File: config.mk
export PLATFORM = sky130hd
export DESIGN_NAME = sideband_ctrl
export DESIGN_NICKNAME = d
export VERILOG_FILES = /design/src/sideband_ctrl.v /design/src/sb_sync.v
export VERILOG_INCLUDE_DIRS = /design/src
export SDC_FILE = /design/constraint.sdc
export NUM_CORES = 1
export LEC_CHECK = 0
export BUFFER_PORTS_ARGS = -buffer_cell sky130_fd_sc_hd__buf_2
export CORE_MARGIN = 3
export CORE_UTILIZATION = 54
export CTS_CLUSTER_DIAMETER = 80
export DETAILED_ROUTE_END_ITERATION = 16
export GPL_ROUTABILITY_DRIVEN = 0
export PLACE_DENSITY_LB_ADDON = 0.3
export RECOVER_POWER = 100
export REMOVE_ABC_BUFFERS = 1
export SKIP_LAST_GASP = 1
export SLEW_MARGIN = 5
export SYNTH_ARGS = -nofsm -noshare
export SYNTH_HDL_FRONTEND = slang
export SYNTH_HIERARCHICAL = 1
export SYNTH_SLANG_ARGS = --single-unit
File: constraint.sdc
create_clock -name clk -period 2.3 [get_ports clk]
set_clock_uncertainty 0.2 [all_clocks]
set_input_delay 0.46 -clock clk [delete_from_list [all_inputs] [get_ports clk]]
set_output_delay 0.46 -clock clk [all_outputs]
set_load 0.01 [all_outputs]
File: src/sideband_defines.vh
// constants for the sideband control block
// assumes inclusion by bare name from every design file that needs it
`ifndef SIDEBAND_DEFINES_VH
`define SIDEBAND_DEFINES_VH

// synchroniser depth and input bit positions
`define SB_SYNC_STAGES   2
`define SB_SYNC_WIDTH    5
`define SB_BIT_IRQ       0
`define SB_BIT_HALT      1
`define SB_BIT_SLEEP     2
`define SB_BIT_TCK       3
`define SB_BIT_TDI       4
// reset value of the synchroniser: active-low requests idle high
`define SB_SYNC_RESET    5'h07

// acknowledge transaction codes on the bus command output
`define SB_ACK_MGMT      1'h0
`define SB_ACK_HALT      1'h1

// cycles after reset release in which a low interrupt floats the pins
`define SB_REL_WIN       3'h4

// one-hot state width
`define SB_STATE_W       7

`endif

File: src/sideband_ctrl.v
// sideband control: management interrupt, clock halt, sleep, test port
// assumes a core that saves state and exits its handler on handshakes,
// and a bus unit that runs one acknowledge transaction per request
//
// Overview of operation
// - management interrupt pin is asynchronous and accepted at any time after the reset release window
// - accepted interrupt saves execution state, then enters handler mode
// - in handler mode, issue acknowledge transaction before handler runs
// - interrupt low during reset release floats the bus and TDO output pins
// - halt request enters grant state and issues a grant acknowledge
// - grant state gates core clocks, keeps bus and interrupt units
// - grant state keeps bus snooping and interrupt servicing alive
// - halt release restarts the core clock and resumes execution; in sleep it waits for sleep release
// - halt request never touches the bus clock; it is asynchronous
// - test port shifts data in on TDI and out on TDO by TCK
// - sleep request in grant enters sleep; release returns to grant
`timescale 1ns/1ns
`default_nettype none
`include "sideband_defines.vh"

module sideband_ctrl (
  // clock and reset
  input  wire clk,
  input  wire nrst,
  // asynchronous sideband pins
  input  wire mgmt_irq_n,
  input  wire clock_halt_req_n,
  input  wire sleep_req_n,
  // core handshakes
  input  wire save_done,
  input  wire handler_exit,
  output reg  save_req,
  output reg  privileged_handler_mode,
  output reg  exec_en,
  // clock gates
  output reg  core_clk_en,
  output reg  bus_unit_clk_en,
  output reg  irq_ctl_clk_en,
  output reg  snoop_en,
  output reg  irq_service_en,
  output reg  sleep_state,
  // acknowledge transaction to the host_system_bus unit
  input  wire bus_done,
  output reg  bus_req,
  output reg  bus_cmd,
  output wire bus_oe,
  // test access port
  input  wire tck,
  input  wire tdi,
  output reg  tdo,
  output wire tdo_oe
);

  // ***************************************************************
  // state codes
  // ***************************************************************
  localparam [`SB_STATE_W-1:0] S_RUN     = 7'h01;
  localparam [`SB_STATE_W-1:0] S_SAVE    = 7'h02;
  localparam [`SB_STATE_W-1:0] S_IRQ_ACK = 7'h04;
  localparam [`SB_STATE_W-1:0] S_HANDLER = 7'h08;
  localparam [`SB_STATE_W-1:0] S_HLT_ACK = 7'h10;
  localparam [`SB_STATE_W-1:0] S_GRANT   = 7'h20;
  localparam [`SB_STATE_W-1:0] S_SLEEP   = 7'h40;

  // ***************************************************************
  // input synchronisation
  // ***************************************************************
  wire [`SB_SYNC_WIDTH-1:0] sync;
  wire                      irq_low;
  wire                      halt_low;
  wire                      sleep_low;
  wire                      tck_s;
  wire                      tdi_s;

  sb_sync u_sync (
    .clk      (clk),
    .nrst     (nrst),
    .async_in ({tdi, tck, sleep_req_n, clock_halt_req_n, mgmt_irq_n}),
    .sync_out (sync)
  );

  assign irq_low   = ~sync[`SB_BIT_IRQ];
  assign halt_low  = ~sync[`SB_BIT_HALT];
  assign sleep_low = ~sync[`SB_BIT_SLEEP];
  assign tck_s     = sync[`SB_BIT_TCK];
  assign tdi_s     = sync[`SB_BIT_TDI];

  // ***************************************************************
  // reset release window and output float
  // ***************************************************************
  reg [2:0] rel_cnt;   // cycles since reset release
  reg       in_win;    // still inside the release window
  reg       float_out; // sticky until the next reset

  // float on interrupt at release
  // the window covers the synchroniser delay, so a pin low at release
  // is still seen; the fsm waits for the window to close
  always @(posedge clk or negedge nrst) begin
    if (!nrst) begin
      rel_cnt   <= 3'h0;
      in_win    <= 1'b1;
      float_out <= 1'b0;
    end else begin
      if (in_win) begin
        rel_cnt <= rel_cnt + 3'h1;
        if (rel_cnt == `SB_REL_WIN - 3'h1)
          in_win <= 1'b0;
        if (irq_low)
          float_out <= 1'b1;
      end
    end
  end

  assign bus_oe = ~float_out;
  assign tdo_oe = ~float_out;

  // ***************************************************************
  // management interrupt capture
  // ***************************************************************
  reg irq_low_d;   // previous synchronised level
  reg irq_pend;    // accepted but not yet serviced
  wire irq_fall;
  wire irq_take;

  assign irq_fall = irq_low & ~irq_low_d;

  // falling edge latched; a new edge wins over the clear
  always @(posedge clk or negedge nrst) begin
    if (!nrst) begin
      irq_low_d <= 1'b0;
      irq_pend  <= 1'b0;
    end else begin
      irq_low_d <= irq_low;
      if (irq_fall && !in_win)
        irq_pend <= 1'b1;
      else if (irq_take)
        irq_pend <= 1'b0;
    end
  end

  // ***************************************************************
  // power and handler state machine
  // ***************************************************************
  reg [`SB_STATE_W-1:0] state;
  reg [`SB_STATE_W-1:0] next_state;

  assign irq_take = state[0] & irq_pend & ~in_win & ~float_out;

  // next state; the interrupt has priority over the halt request
  always @* begin
    next_state = state;
    case (state)
      S_RUN: begin
        if (in_win || float_out)
          next_state = S_RUN;
        else if (irq_pend)
          next_state = S_SAVE;
        else if (halt_low)
          next_state = S_HLT_ACK;
      end
      S_SAVE: begin
        if (save_done)
          next_state = S_IRQ_ACK;
      end
      S_IRQ_ACK: begin
        if (bus_done)
          next_state = S_HANDLER;
      end
      S_HANDLER: begin
        if (handler_exit)
          next_state = S_RUN;
      end
      S_HLT_ACK: begin
        if (bus_done)
          next_state = S_GRANT;
      end
      S_GRANT: begin
        if (!halt_low)
          next_state = S_RUN;
        else if (sleep_low)
          next_state = S_SLEEP;
      end
      S_SLEEP: begin
        if (!sleep_low)
          next_state = S_GRANT;
      end
      default: begin
        next_state = S_RUN;
      end
    endcase
  end

  always @(posedge clk or negedge nrst) begin
    if (!nrst)
      state <= S_RUN;
    else
      state <= next_state;
  end

  // ***************************************************************
  // registered outputs, decoded from the next state
  // ***************************************************************
  wire core_on;
  wire awake;

  assign core_on = ~(next_state[5] | next_state[6]);
  assign awake   = ~next_state[6];

  // outputs settle with the state they belong to
  always @(posedge clk or negedge nrst) begin
    if (!nrst) begin
      save_req                <= 1'b0;
      privileged_handler_mode <= 1'b0;
      exec_en                 <= 1'b0;
      core_clk_en             <= 1'b1;
      bus_unit_clk_en         <= 1'b1;
      irq_ctl_clk_en          <= 1'b1;
      snoop_en                <= 1'b1;
      irq_service_en          <= 1'b1;
      sleep_state             <= 1'b0;
      bus_req                 <= 1'b0;
      bus_cmd                 <= `SB_ACK_MGMT;
    end else begin
      save_req                <= next_state[1];
      privileged_handler_mode <= next_state[2] | next_state[3];
      exec_en                 <= (next_state[0] & ~in_win & ~float_out)
                                 | next_state[3];
      core_clk_en             <= core_on;
      // bus and interrupt units stay clocked except in sleep
      bus_unit_clk_en         <= awake;
      irq_ctl_clk_en          <= awake;
      snoop_en                <= awake;
      irq_service_en          <= awake;
      sleep_state             <= next_state[6];
      bus_req                 <= (next_state[2] | next_state[4])
                                 & ~bus_done;
      if (next_state[4])
        bus_cmd <= `SB_ACK_HALT;
      else if (next_state[2])
        bus_cmd <= `SB_ACK_MGMT;
    end
  end
  // bus clock untouched
  // the halt path only gates enables; clk itself is never gated here

  // ***************************************************************
  // test access port shift path
  // ***************************************************************
  reg tck_d;   // previous test clock level
  reg tdi_cap; // data taken on the rising test clock

  // shift in on rise, out on fall
  // one-bit bypass path; tck must be well below clk/4 to be seen
  always @(posedge clk or negedge nrst) begin
    if (!nrst) begin
      tck_d   <= 1'b0;
      tdi_cap <= 1'b0;
      tdo     <= 1'b0;
    end else begin
      tck_d <= tck_s;
      if (tck_s && !tck_d)
        tdi_cap <= tdi_s;
      if (!tck_s && tck_d)
        tdo <= tdi_cap;
    end
  end

endmodule
`default_nettype wire

File: src/sb_sync.v
// multi-stage synchroniser for a vector of asynchronous pins
// assumes one clock domain and an asynchronous active-low reset
`timescale 1ns/1ns
`default_nettype none
`include "sideband_defines.vh"

module sb_sync (
  // clock and reset
  input  wire                      clk,
  input  wire                      nrst,
  // asynchronous pins and their synchronised copies
  input  wire [`SB_SYNC_WIDTH-1:0] async_in,
  output reg  [`SB_SYNC_WIDTH-1:0] sync_out
);

  reg [`SB_SYNC_WIDTH-1:0] meta;  // first stage, read only by sync_out

  // two flops per bit; first stage feeds nothing else
  always @(posedge clk or negedge nrst) begin
    if (!nrst) begin
      meta     <= `SB_SYNC_RESET;
      sync_out <= `SB_SYNC_RESET;
    end else begin
      meta     <= async_in;
      sync_out <= meta;
    end
  end

endmodule
`default_nettype wire

==> results of run 1 <==
[metal layers]
layer | track usage (%) | vias up | share of wire [%]
met5 | 0 | - | 0
met1 | 20.3 | 510 | 42
met2 | 27.0 | 40 | 50
li1 | - | 489 | -
met4 | 8.28 | 0 | 2.1
met3 | 7.02 | 7 | 5.8
[stage by stage]
stage          utilization (%)  instance area (um2)
2_1_floorplan                -                 1390
3_3_place_gp              60.8                 1550
3_5_place_dp              60.8                 1550
4_1_cts                   64.5                 1640
5_1_grt                   63.9                 1630
6_report                  63.9                 1630
[how the worst max path moves through the flow]
stage	from	to	slack, ns	cells past startpoint
after global routing	state[3]	exec_en	0.1	5
final	state[3]	exec_en	0.19	5
after floorplan	sleep_state	exec_en	0.40	5
after detailed placement	state[3]	exec_en	0.31	5
after CTS	state[3]	exec_en	0.29	5
after global placement	state[3]	exec_en	0.36	5
[repair_timing]
item | CTS | global route
hold buffers | 1 | 2
buffers inserted | 0 | 0
hold endpoints to repair | 23 | 2
setup endpoints to repair | 0 | 0
[synthesized netlist by cell type, types with 3 or more instances]
| master | instances | area [um2] |
|---|---|---|
| nand2_1 | 5 | 18.8 |
| nor2b_1 | 4 | 25.0 |
| nor3_1 | 3 | 15.0 |
| nor2_1 | 12 | 45.0 |
| dfrtp_1 | 23 | 576 |
| buf_4 | 7 | 52.6 |
| dfstp_2 | 10 | 263 |
| o21ai_0 | 3 | 15.0 |
| inv_1 | 9 | 33.8 |
| nand4_1 | 3 | 18.8 |
| mux2_2 | 3 | 33.8 |
| a21oi_1 | 5 | 25.0 |
| nor3b_1 | 4 | 30.0 |
| nand3b_1 | 3 | 22.5 |
| a21o_1 | 3 | 22.5 |
[sequential cells by signal, indices dropped and copies added (netlist names), 3 cells and up]
register,flops
state,6
u_sync/meta,5
u_sync/sync_out,5
rel_cnt,3
[power breakdown]
part | total [W] | switching [W] | internal, W
sequential | 0.000757 | 0.0000892 | 0.000668
clock | 0.000436 | 0.000177 | 0.000259
combinational | 0.000426 | 0.000237 | 0.000189
[worst register-to-register path: cells and delay by family (launching register included)]
family | cells | cell delay, ns
AOI/OAI and AO/OA | 4 | 0.74
DFF | 1 | 0.51
and+or+nand+nor | 1 | 0.56
[cell type report]
cell class,count,area share (%)
inverters,9,2.08
flip-flops and latches,33,51.5
clock buffers,7,3.38
clock inverters,1,1.85
well taps,30,2.31
multi-input cells,76,30.9
repair buffers,26,7.92
[cell families (layout without fill, tap and decap cells)]
family	count (synthesis)	after routing	synth area share, %
AO/OA/AOI/OAI	22	22	11.8
multiplexers	3	3	2.28
XOR/XNOR	2	2	1.18
flip-flops	33	33	56.6
buffers and inverters	20	43	8.19
adder cells (fa/ha/maj)	2	2	1.69
AND/OR/NAND/NOR	47	47	18.2
[cell usage in the layout (no fill, tap or decap), types with 4 or more instances in the layout]
master    count
a21oi_1       5
buf_2         9
clkbuf_1     14
clkbuf_4      5
dfrtp_1      23
dfstp_2       7
inv_1         9
nand2_1       5
nor2_1       12
nor2b_1       4
nor3b_1       4
==> results.ini, run 1 <==
[status]
status=completed

[cells_and_area]
diodes=0
seqCellArea_um2=838
multiInputGateArea_um2=503
finalNonFillerCells=182
syn_to_final_growth_pct=9.80
finalNetCount=163
fillCellCount=212
drive_gt1_share_pct=19.7

[min_path]
hp-class=in2reg
holdPathStages=1
min_to=u_sync/meta[1]
min-delay-start=clock_halt_req_n

[clocking]
insertion_delay_ns=0.32
tritoncts=done
cts_sinks=33
cts_buffers=5
cts_max_path_buffers=2
htreeDepth=2
cts_resized=0
path_clk_slew_ns=0.09
cts-root-buf=clkbuf_4

[critical_path]
rrSetupSlack_ns=0.19
path_cells=or4b_1, o311a_2, o41ai_1, o21ai_2, a21o_1
cp.required_ns=2.32
slowest_delay_ns=0.56
start_kind=flop
crit_path_end_kind=flop
path_class=reg2reg
crit_slowest_cell=or4b_1
rr_worst_depth=5
cp_num_buf_inv=0
cp.arrival_ns=2.14
cp_max_fo=13
rr_endpoint=exec_en
crit_family=compound AO/OA/AOI/OAI gates
r2r_start=state[3]

[die]
initial_core_util_pct=58.2
num_rows=18
die_area_mm2=0.00341
io_pins=24
die_h_um=58.4
coreArea_mm2=0.00254
fp.dieW_um=58.4

[sta]
max_clock_freq_mhz=473
slew_headroom_pct=49.7
layout_setup_ws_ns=0.186
slew_viol_final=0
setup_tns_ns=0
rsz0062_at_grt=no
min_period_ns=2.11
setup_viol_count_final=0
hold_viol=0
worst_pin_slew_ns=0.755
whs_ns=0.0268
period_share_pct=91.9

[grt]
antenna_found_initial=0
gr-usage-all-layers_pct=17.1
gr-total-overflow=0
grt_pass1_wl_um=4340
grt_pass1_vias=1016
grt_max_degree=34

[place]
io_buffer_count=23
dp_hpwl_um=1920
place_ws_ns=0.307
dpl.cell_count=171

[routing]
postRouteAntennaNets=0
routed_wirelength_um=2560
post-route-drc-count=0
via_per_inst=5.75
vias=1046
first_iter_violations=41
detail_route.first_pass.iterations=4
avgRoutedWirePerCell_um=14.1

[power_and_ir_drop]
p_leak_nw=0.754
power_density_mw_per_mm2=995
power_w=0.00162
ir_drop_mv=0.763

[synth]
synth-edff-count=0
syn_inst=129
synthDistinctLibCells=42
synth-async-reset-ratio_pct=100
yosys_warnings=6
synth-main-ff-cell=dfrtp_1
syn_area_mm2=0.00148
synth.avg_cell_area_um2=11.5
ys_seq_area_share_pct=56.6
ys_ff_latch=33

[run]
cap_violations=0

(Power assumes the default switching activity.)
==> run 2: changes to the inputs <==
--- a/config.mk
+++ b/config.mk
@@ -14,5 +14,4 @@
 export GPL_ROUTABILITY_DRIVEN = 0
 export PLACE_DENSITY_LB_ADDON = 0.3
-export RECOVER_POWER = 100
 export REMOVE_ABC_BUFFERS = 1
 export SKIP_LAST_GASP = 1
==> constraint.sdc (replaced) <==
create_clock -name clk -period 2.3 [get_ports clk]
set_clock_uncertainty 0.2 [all_clocks]
set_input_delay 0.46 -clock clk [delete_from_list [all_inputs] [get_ports clk]]
set_output_delay 0.46 -clock clk [all_outputs]
set_load 0.05 [all_outputs]
==> run 2 against run 1 <==
Against the previous run: hold slack improved by 0.0013 ns; sequential share of layout area fell by 1.1 points; cell count stayed put; global-route usage unchanged; highest routed layer unchanged; sequential power up 1%.
==> results.ini, run 2 (synthesis gave the netlist of run 1 again) <==
[place]
place_ws_ns=0.307  ; unchanged
dpl.cell_count=171  ; unchanged
dp_hpwl_um=1920  ; unchanged
io_buffer_count=23  ; unchanged

[critical_path]
slowest_delay_ns=0.52  ; was 0.56 ns
start_kind=flop  ; unchanged
rr_worst_depth=5  ; unchanged
cp_max_fo=9  ; was 13
cp.arrival_ns=2.16  ; was 2.14 ns
crit_path_end_kind=flop  ; unchanged
crit_slowest_cell=dfrtp_1  ; was or4b_1
path_class=reg2reg  ; unchanged
cp.required_ns=2.36  ; was 2.32 ns
rrSetupSlack_ns=0.21  ; was 0.19 ns
cp_num_buf_inv=0  ; unchanged
r2r_start=state[5]  ; was state[3]
path_cells=nor3_2, nand3_1, o32ai_1, o32a_1, nand2b_1  ; was or4b_1, o311a_2, o41ai_1, o21ai_2, a21o_1
crit_family=simple AND/OR/NAND/NOR gates  ; was compound AO/OA/AOI/OAI gates
rr_endpoint=state[5]  ; was exec_en

[sta]
worst_pin_slew_ns=0.685  ; was 0.755 ns
setup_tns_ns=0  ; unchanged
min_period_ns=2.09  ; was 2.11 ns
period_share_pct=91.0  ; was 91.9%
setup_viol_count_final=0  ; unchanged
slew_headroom_pct=54.3  ; was 49.7%
hold_viol=0  ; unchanged
layout_setup_ws_ns=0.206  ; was 0.186 ns
max_clock_freq_mhz=478  ; was 473 MHz
rsz0062_at_grt=no  ; unchanged
slew_viol_final=0  ; unchanged

[power_and_ir_drop]
p_leak_nw=0.792  ; was 0.754 nW
internal-power_w=0.00115  ; was 0.00112 W
power_density_mw_per_mm2=1080  ; was 995 mW/mm2
p_sw_w=0.000639  ; was 0.000503 W
comb_power_share_pct=33.0  ; was 26.3%
pwr-share-clk_pct=24.2  ; was 26.9%
seqPwrFrac_pct=42.8  ; was 46.8%
power_w=0.00179  ; was 0.00162 W
swShare_pct=35.7  ; was 31.1%
ir_drop_mv=0.775  ; was 0.763 mV

[clocking]
htreeDepth=2  ; unchanged
cts_hold_buf=1  ; unchanged
tritoncts=done  ; unchanged
cts_max_path_buffers=2  ; unchanged
insertion_delay_ns=0.32  ; about the same
cts_setup_buffers=0  ; unchanged
cts_sinks=33  ; unchanged
cts-root-buf=clkbuf_4  ; unchanged
path_clk_slew_ns=0.09  ; about the same
cts_resized=0  ; unchanged
cts_buffers=5  ; unchanged

[die]
initial_core_util_pct=58.2  ; unchanged
die_area_mm2=0.00341  ; unchanged
num_rows=18  ; unchanged
coreArea_mm2=0.00254  ; unchanged
io_pins=24  ; unchanged
fp.dieW_um=58.4  ; unchanged
die_h_um=58.4  ; unchanged

[routing]
routed_wirelength_um=2590  ; was 2560 um
detail_route.first_pass.iterations=4  ; unchanged
post-route-drc-count=0  ; unchanged
postRouteAntennaNets=0  ; unchanged
first_iter_violations=37  ; was 41
vias=1012  ; was 1,046
via_per_inst=5.56  ; was 5.75
avgRoutedWirePerCell_um=14.2  ; was 14.1 um

[cells_and_area]
finalNonFillerCells=182  ; unchanged
reg_top3=state: 6 flops, u_sync/meta: 5 flops, u_sync/sync_out: 5 flops  ; unchanged
diodes=0  ; unchanged
top_register=state  ; unchanged
final_core_util_pct=65.3  ; was 63.9%
syn_to_final_growth_pct=12.2  ; was 9.80%
finalNetCount=163  ; unchanged
drive_gt1_share_pct=30.9  ; was 19.7%
mostFrequentLayoutCells=dfrtp_1, buf_2, nor2_1  ; was dfrtp_1, clkbuf_1, nor2_1
largest_reg_flops=6  ; unchanged

[min_path]
holdPathStages=1  ; unchanged
min_to=u_sync/meta[1]  ; unchanged
hp-class=in2reg  ; unchanged
min-delay-start=clock_halt_req_n  ; unchanged

[grt]
gr-usage-all-layers_pct=17.1  ; unchanged
antenna_found_initial=0  ; unchanged
grt_max_degree=34  ; unchanged
grt_pass1_wl_um=4340  ; unchanged
grt_pass1_vias=1016  ; unchanged
gr-total-overflow=0  ; unchanged

[status]
status=completed  ; unchanged

[run]
cap_violations=0  ; unchanged

## run 2: cell count changes in the layout (fill, tap and decap cells not counted), sizes merged
cell | previous run | this run
buf | 9 | 23
clkbuf | 21 | 7
## run 2: worst max path at each step
stage	start	slack (ns)	cells past startpoint	endpoint
after floorplan	sleep_state	0.19	5	exec_en
after global placement	state[3]	0.36	5	exec_en
after detailed placement	state[3]	0.31	5	exec_en
after CTS	state[3]	0.29	5	exec_en
after global routing	state[5]	0.08	5	state[5]
final	state[5]	0.21	5	state[5]
## run 2: per-stage QoR
| step | hold WS, ns | area [um2] |
|---|---|---|
| 2_1_floorplan | -0.0356 | 1390 |
| 3_3_place_gp | 0.133 | 1550 |
| 3_5_place_dp | 0.144 | 1550 |
| 4_1_cts | 0.0102 | 1640 |
| 5_1_grt | 0.000110 | 1660 |
| 6_report | 0.0281 | 1660 |
## run 2: cell type report
class / instances / area, um2
Tap cell: 30 / 37.5
Clock inverter: 1 / 30.0
Clock buffer: 7 / 55.1
Timing Repair Buffer: 26 / 145
Multi-Input combinational cell: 76 / 522
Fill cell: 202 / 883
Sequential cell: 33 / 838
Inverter: 9 / 33.8
## run 2: power groups by stage
stage / Sequential [W] / Combinational (W) / Clock (W)
global route: 0.000777 / 0.000637 / 0.000483
floorplan: 0.000889 / 0.000327 / 0
detailed placement: 0.000776 / 0.000586 / 0
global placement: 0.000770 / 0.000565 / 0
CTS: 0.000765 / 0.000589 / 0.000450
finish: 0.000767 / 0.000592 / 0.000433
## run 2: per-layer routing
metal  wire length, um  track usage, %  up-vias
li1                  -               -      488
met1              1110            20.3      490
met2              1300            27.0       30
met3               137            7.02        4
met4                38            8.28        0
met5                 0               0        -
==> run 3: changes to the inputs <==
HOLD_SLACK_MARGIN = 0.03   (was unset)
==> run 3 against run 2 <==
Against the previous run: non-clock buffer count rose by 3; global-route usage rose by 0.23 points; sequential share of layout area fell by 0.90 points; flip-flop and latch count did not move; largest power group unchanged; highest routed layer unchanged.
==> results.ini, run 3 (synthesis gave the netlist of run 1 again) <==
[cells_and_area]
finalNetCount=166  ; was 163
final_core_util_pct=66.5  ; was 65.3%
design_area_mm2=0.00169  ; was 0.00166 mm2
mostFrequentLayoutCells=dfrtp_1, buf_2, nor2_1  ; unchanged
diodes=0  ; unchanged
drive_gt1_share_pct=30.3  ; was 30.9%
top_register=state  ; unchanged
reg_top3=state: 6 flops, u_sync/meta: 5 flops, u_sync/sync_out: 5 flops  ; unchanged
syn_to_final_growth_pct=14.2  ; was 12.2%
largest_reg_flops=6  ; unchanged

[place]
dpl_cell_area_mm2=0.00155  ; unchanged
place_ws_ns=0.307  ; unchanged
dp_hpwl_um=1920  ; unchanged
io_buffer_count=23  ; unchanged

[power_and_ir_drop]
p_leak_nw=0.805  ; was 0.792 nW
power_density_mw_per_mm2=1060  ; was 1080 mW/mm2
power_w=0.00180  ; was 0.00179 W
ir_drop_mv=0.775  ; about the same

[routing]
avgRoutedWirePerCell_um=14.2  ; about the same
vias=1024  ; was 1,012
detail_route.first_pass.iterations=4  ; unchanged
via_per_inst=5.54  ; was 5.56
first_iter_violations=38  ; was 37
post-route-drc-count=0  ; unchanged
postRouteAntennaNets=0  ; unchanged
routed_wirelength_um=2620  ; was 2590 um

[sta]
slew_viol_final=0  ; unchanged
min_period_ns=2.07  ; was 2.09 ns
slew_headroom_pct=54.1  ; was 54.3%
layout_setup_ws_ns=0.229  ; was 0.206 ns
max_clock_freq_mhz=483  ; was 478 MHz
setup_viol_count_final=0  ; unchanged
hold_viol=0  ; unchanged
setup_tns_ns=0  ; unchanged
rsz0062_at_grt=no  ; unchanged
worst_pin_slew_ns=0.688  ; was 0.685 ns
period_share_pct=90.0  ; was 91.0%

[critical_path]
cp.arrival_ns=2.13  ; was 2.16 ns
crit_path_end_kind=flop  ; unchanged
crit_slowest_cell=dfrtp_1  ; unchanged
slowest_delay_ns=0.51  ; was 0.52 ns
cp_max_fo=9  ; unchanged
start_kind=flop  ; unchanged
path_class=reg2reg  ; unchanged
path_cells=nor3_2, nand3_1, o32ai_1, o32a_1, nand2b_1  ; unchanged
cp.required_ns=2.36  ; about the same

[clocking]
cts_max_path_buffers=2  ; unchanged
cts_buffers=5  ; unchanged
cts_resized=0  ; unchanged
cts-root-buf=clkbuf_4  ; unchanged
cts_sinks=33  ; unchanged
htreeDepth=2  ; unchanged
insertion_delay_ns=0.32  ; about the same
tritoncts=done  ; unchanged
path_clk_slew_ns=0.09  ; about the same

[die]
die_area_mm2=0.00341  ; unchanged
io_pins=24  ; unchanged
die_h_um=58.4  ; unchanged
num_rows=18  ; unchanged
fp.dieW_um=58.4  ; unchanged
coreArea_mm2=0.00254  ; unchanged
initial_core_util_pct=58.2  ; unchanged

[grt]
gr-total-overflow=0  ; unchanged
grt_pass1_vias=1046  ; was 1,016
grt_max_degree=34  ; unchanged
gr-usage-all-layers_pct=17.4  ; was 17.1%
grt_pass1_wl_um=4400  ; was 4340 um
antenna_found_initial=0  ; unchanged

[min_path]
hp-class=reg2reg  ; was in2reg

[status]
status=completed  ; unchanged

[run]
cap_violations=0  ; unchanged

## run 3: changes by cell type in the layout (fill, tap and decap cells not counted)
| cell | before | now |
|---|---|---|
| dlygate4sd3_1 | 3 | 6 |
## run 3: cell type report
type	count	area, um2
timing repair buffer	29	175
fill	198	853
sequential	33	838
clock buffer	7	55.1
multi-input combinational	76	522
tap	30	37.5
inverter	9	33.8
clock inverter	1	30.0
## run 3: metal layers
| metal | GRT usage (%) | wire (um) |
|---|---|---|
| met4 | 8.28 | 38 |
| met5 | 0 | 0 |
| met1 | 20.2 | 1110 |
| met3 | 7.02 | 135 |
| met2 | 27.9 | 1330 |
## run 3: critical path: cells and delay by family (launching register included)
family	cells	cell delay [ns]
DFF	1	0.51
and+or+nand+nor	3	0.73
AOI/OAI and AO/OA	2	0.57
## run 3: worst paths after layout
path | from | to | slack (ns) | depth (start not counted)
worst min register to register | u_sync/meta[0] | u_sync/sync_out[0] | 0.16 | 0
min in group asynchronous | nrst | u_sync/meta[3] | 0.50 | 2
worst max register to register | state[5] | state[5] | 0.23 | 5
worst min-delay path | u_sync/meta[0] | u_sync/sync_out[0] | 0.16 | 0
worst max-delay path | state[5] | state[5] | 0.23 | 5
max in group asynchronous | nrst | state[1] | 0.95 | 2
## run 3: through the flow
stage                     hold slack, ns  std cells
after detailed placement           0.144        171
after global placement             0.133        171
after CTS                          0.159        185
after global routing               0.154        185
final                              0.161        185
after floorplan                  -0.0356        118
## run 3: report_power, final
part           switching, W  internal (W)
Combinational      0.000369      0.000226
Clock              0.000174      0.000260
Sequential        0.0000969      0.000671
## run 3: repair_timing
action / 4_1_cts / 5_1_grt
hold buffers: 6 / 0
endpoints found under the hold margin: 28 / 0
setup buffers: 0 / 0
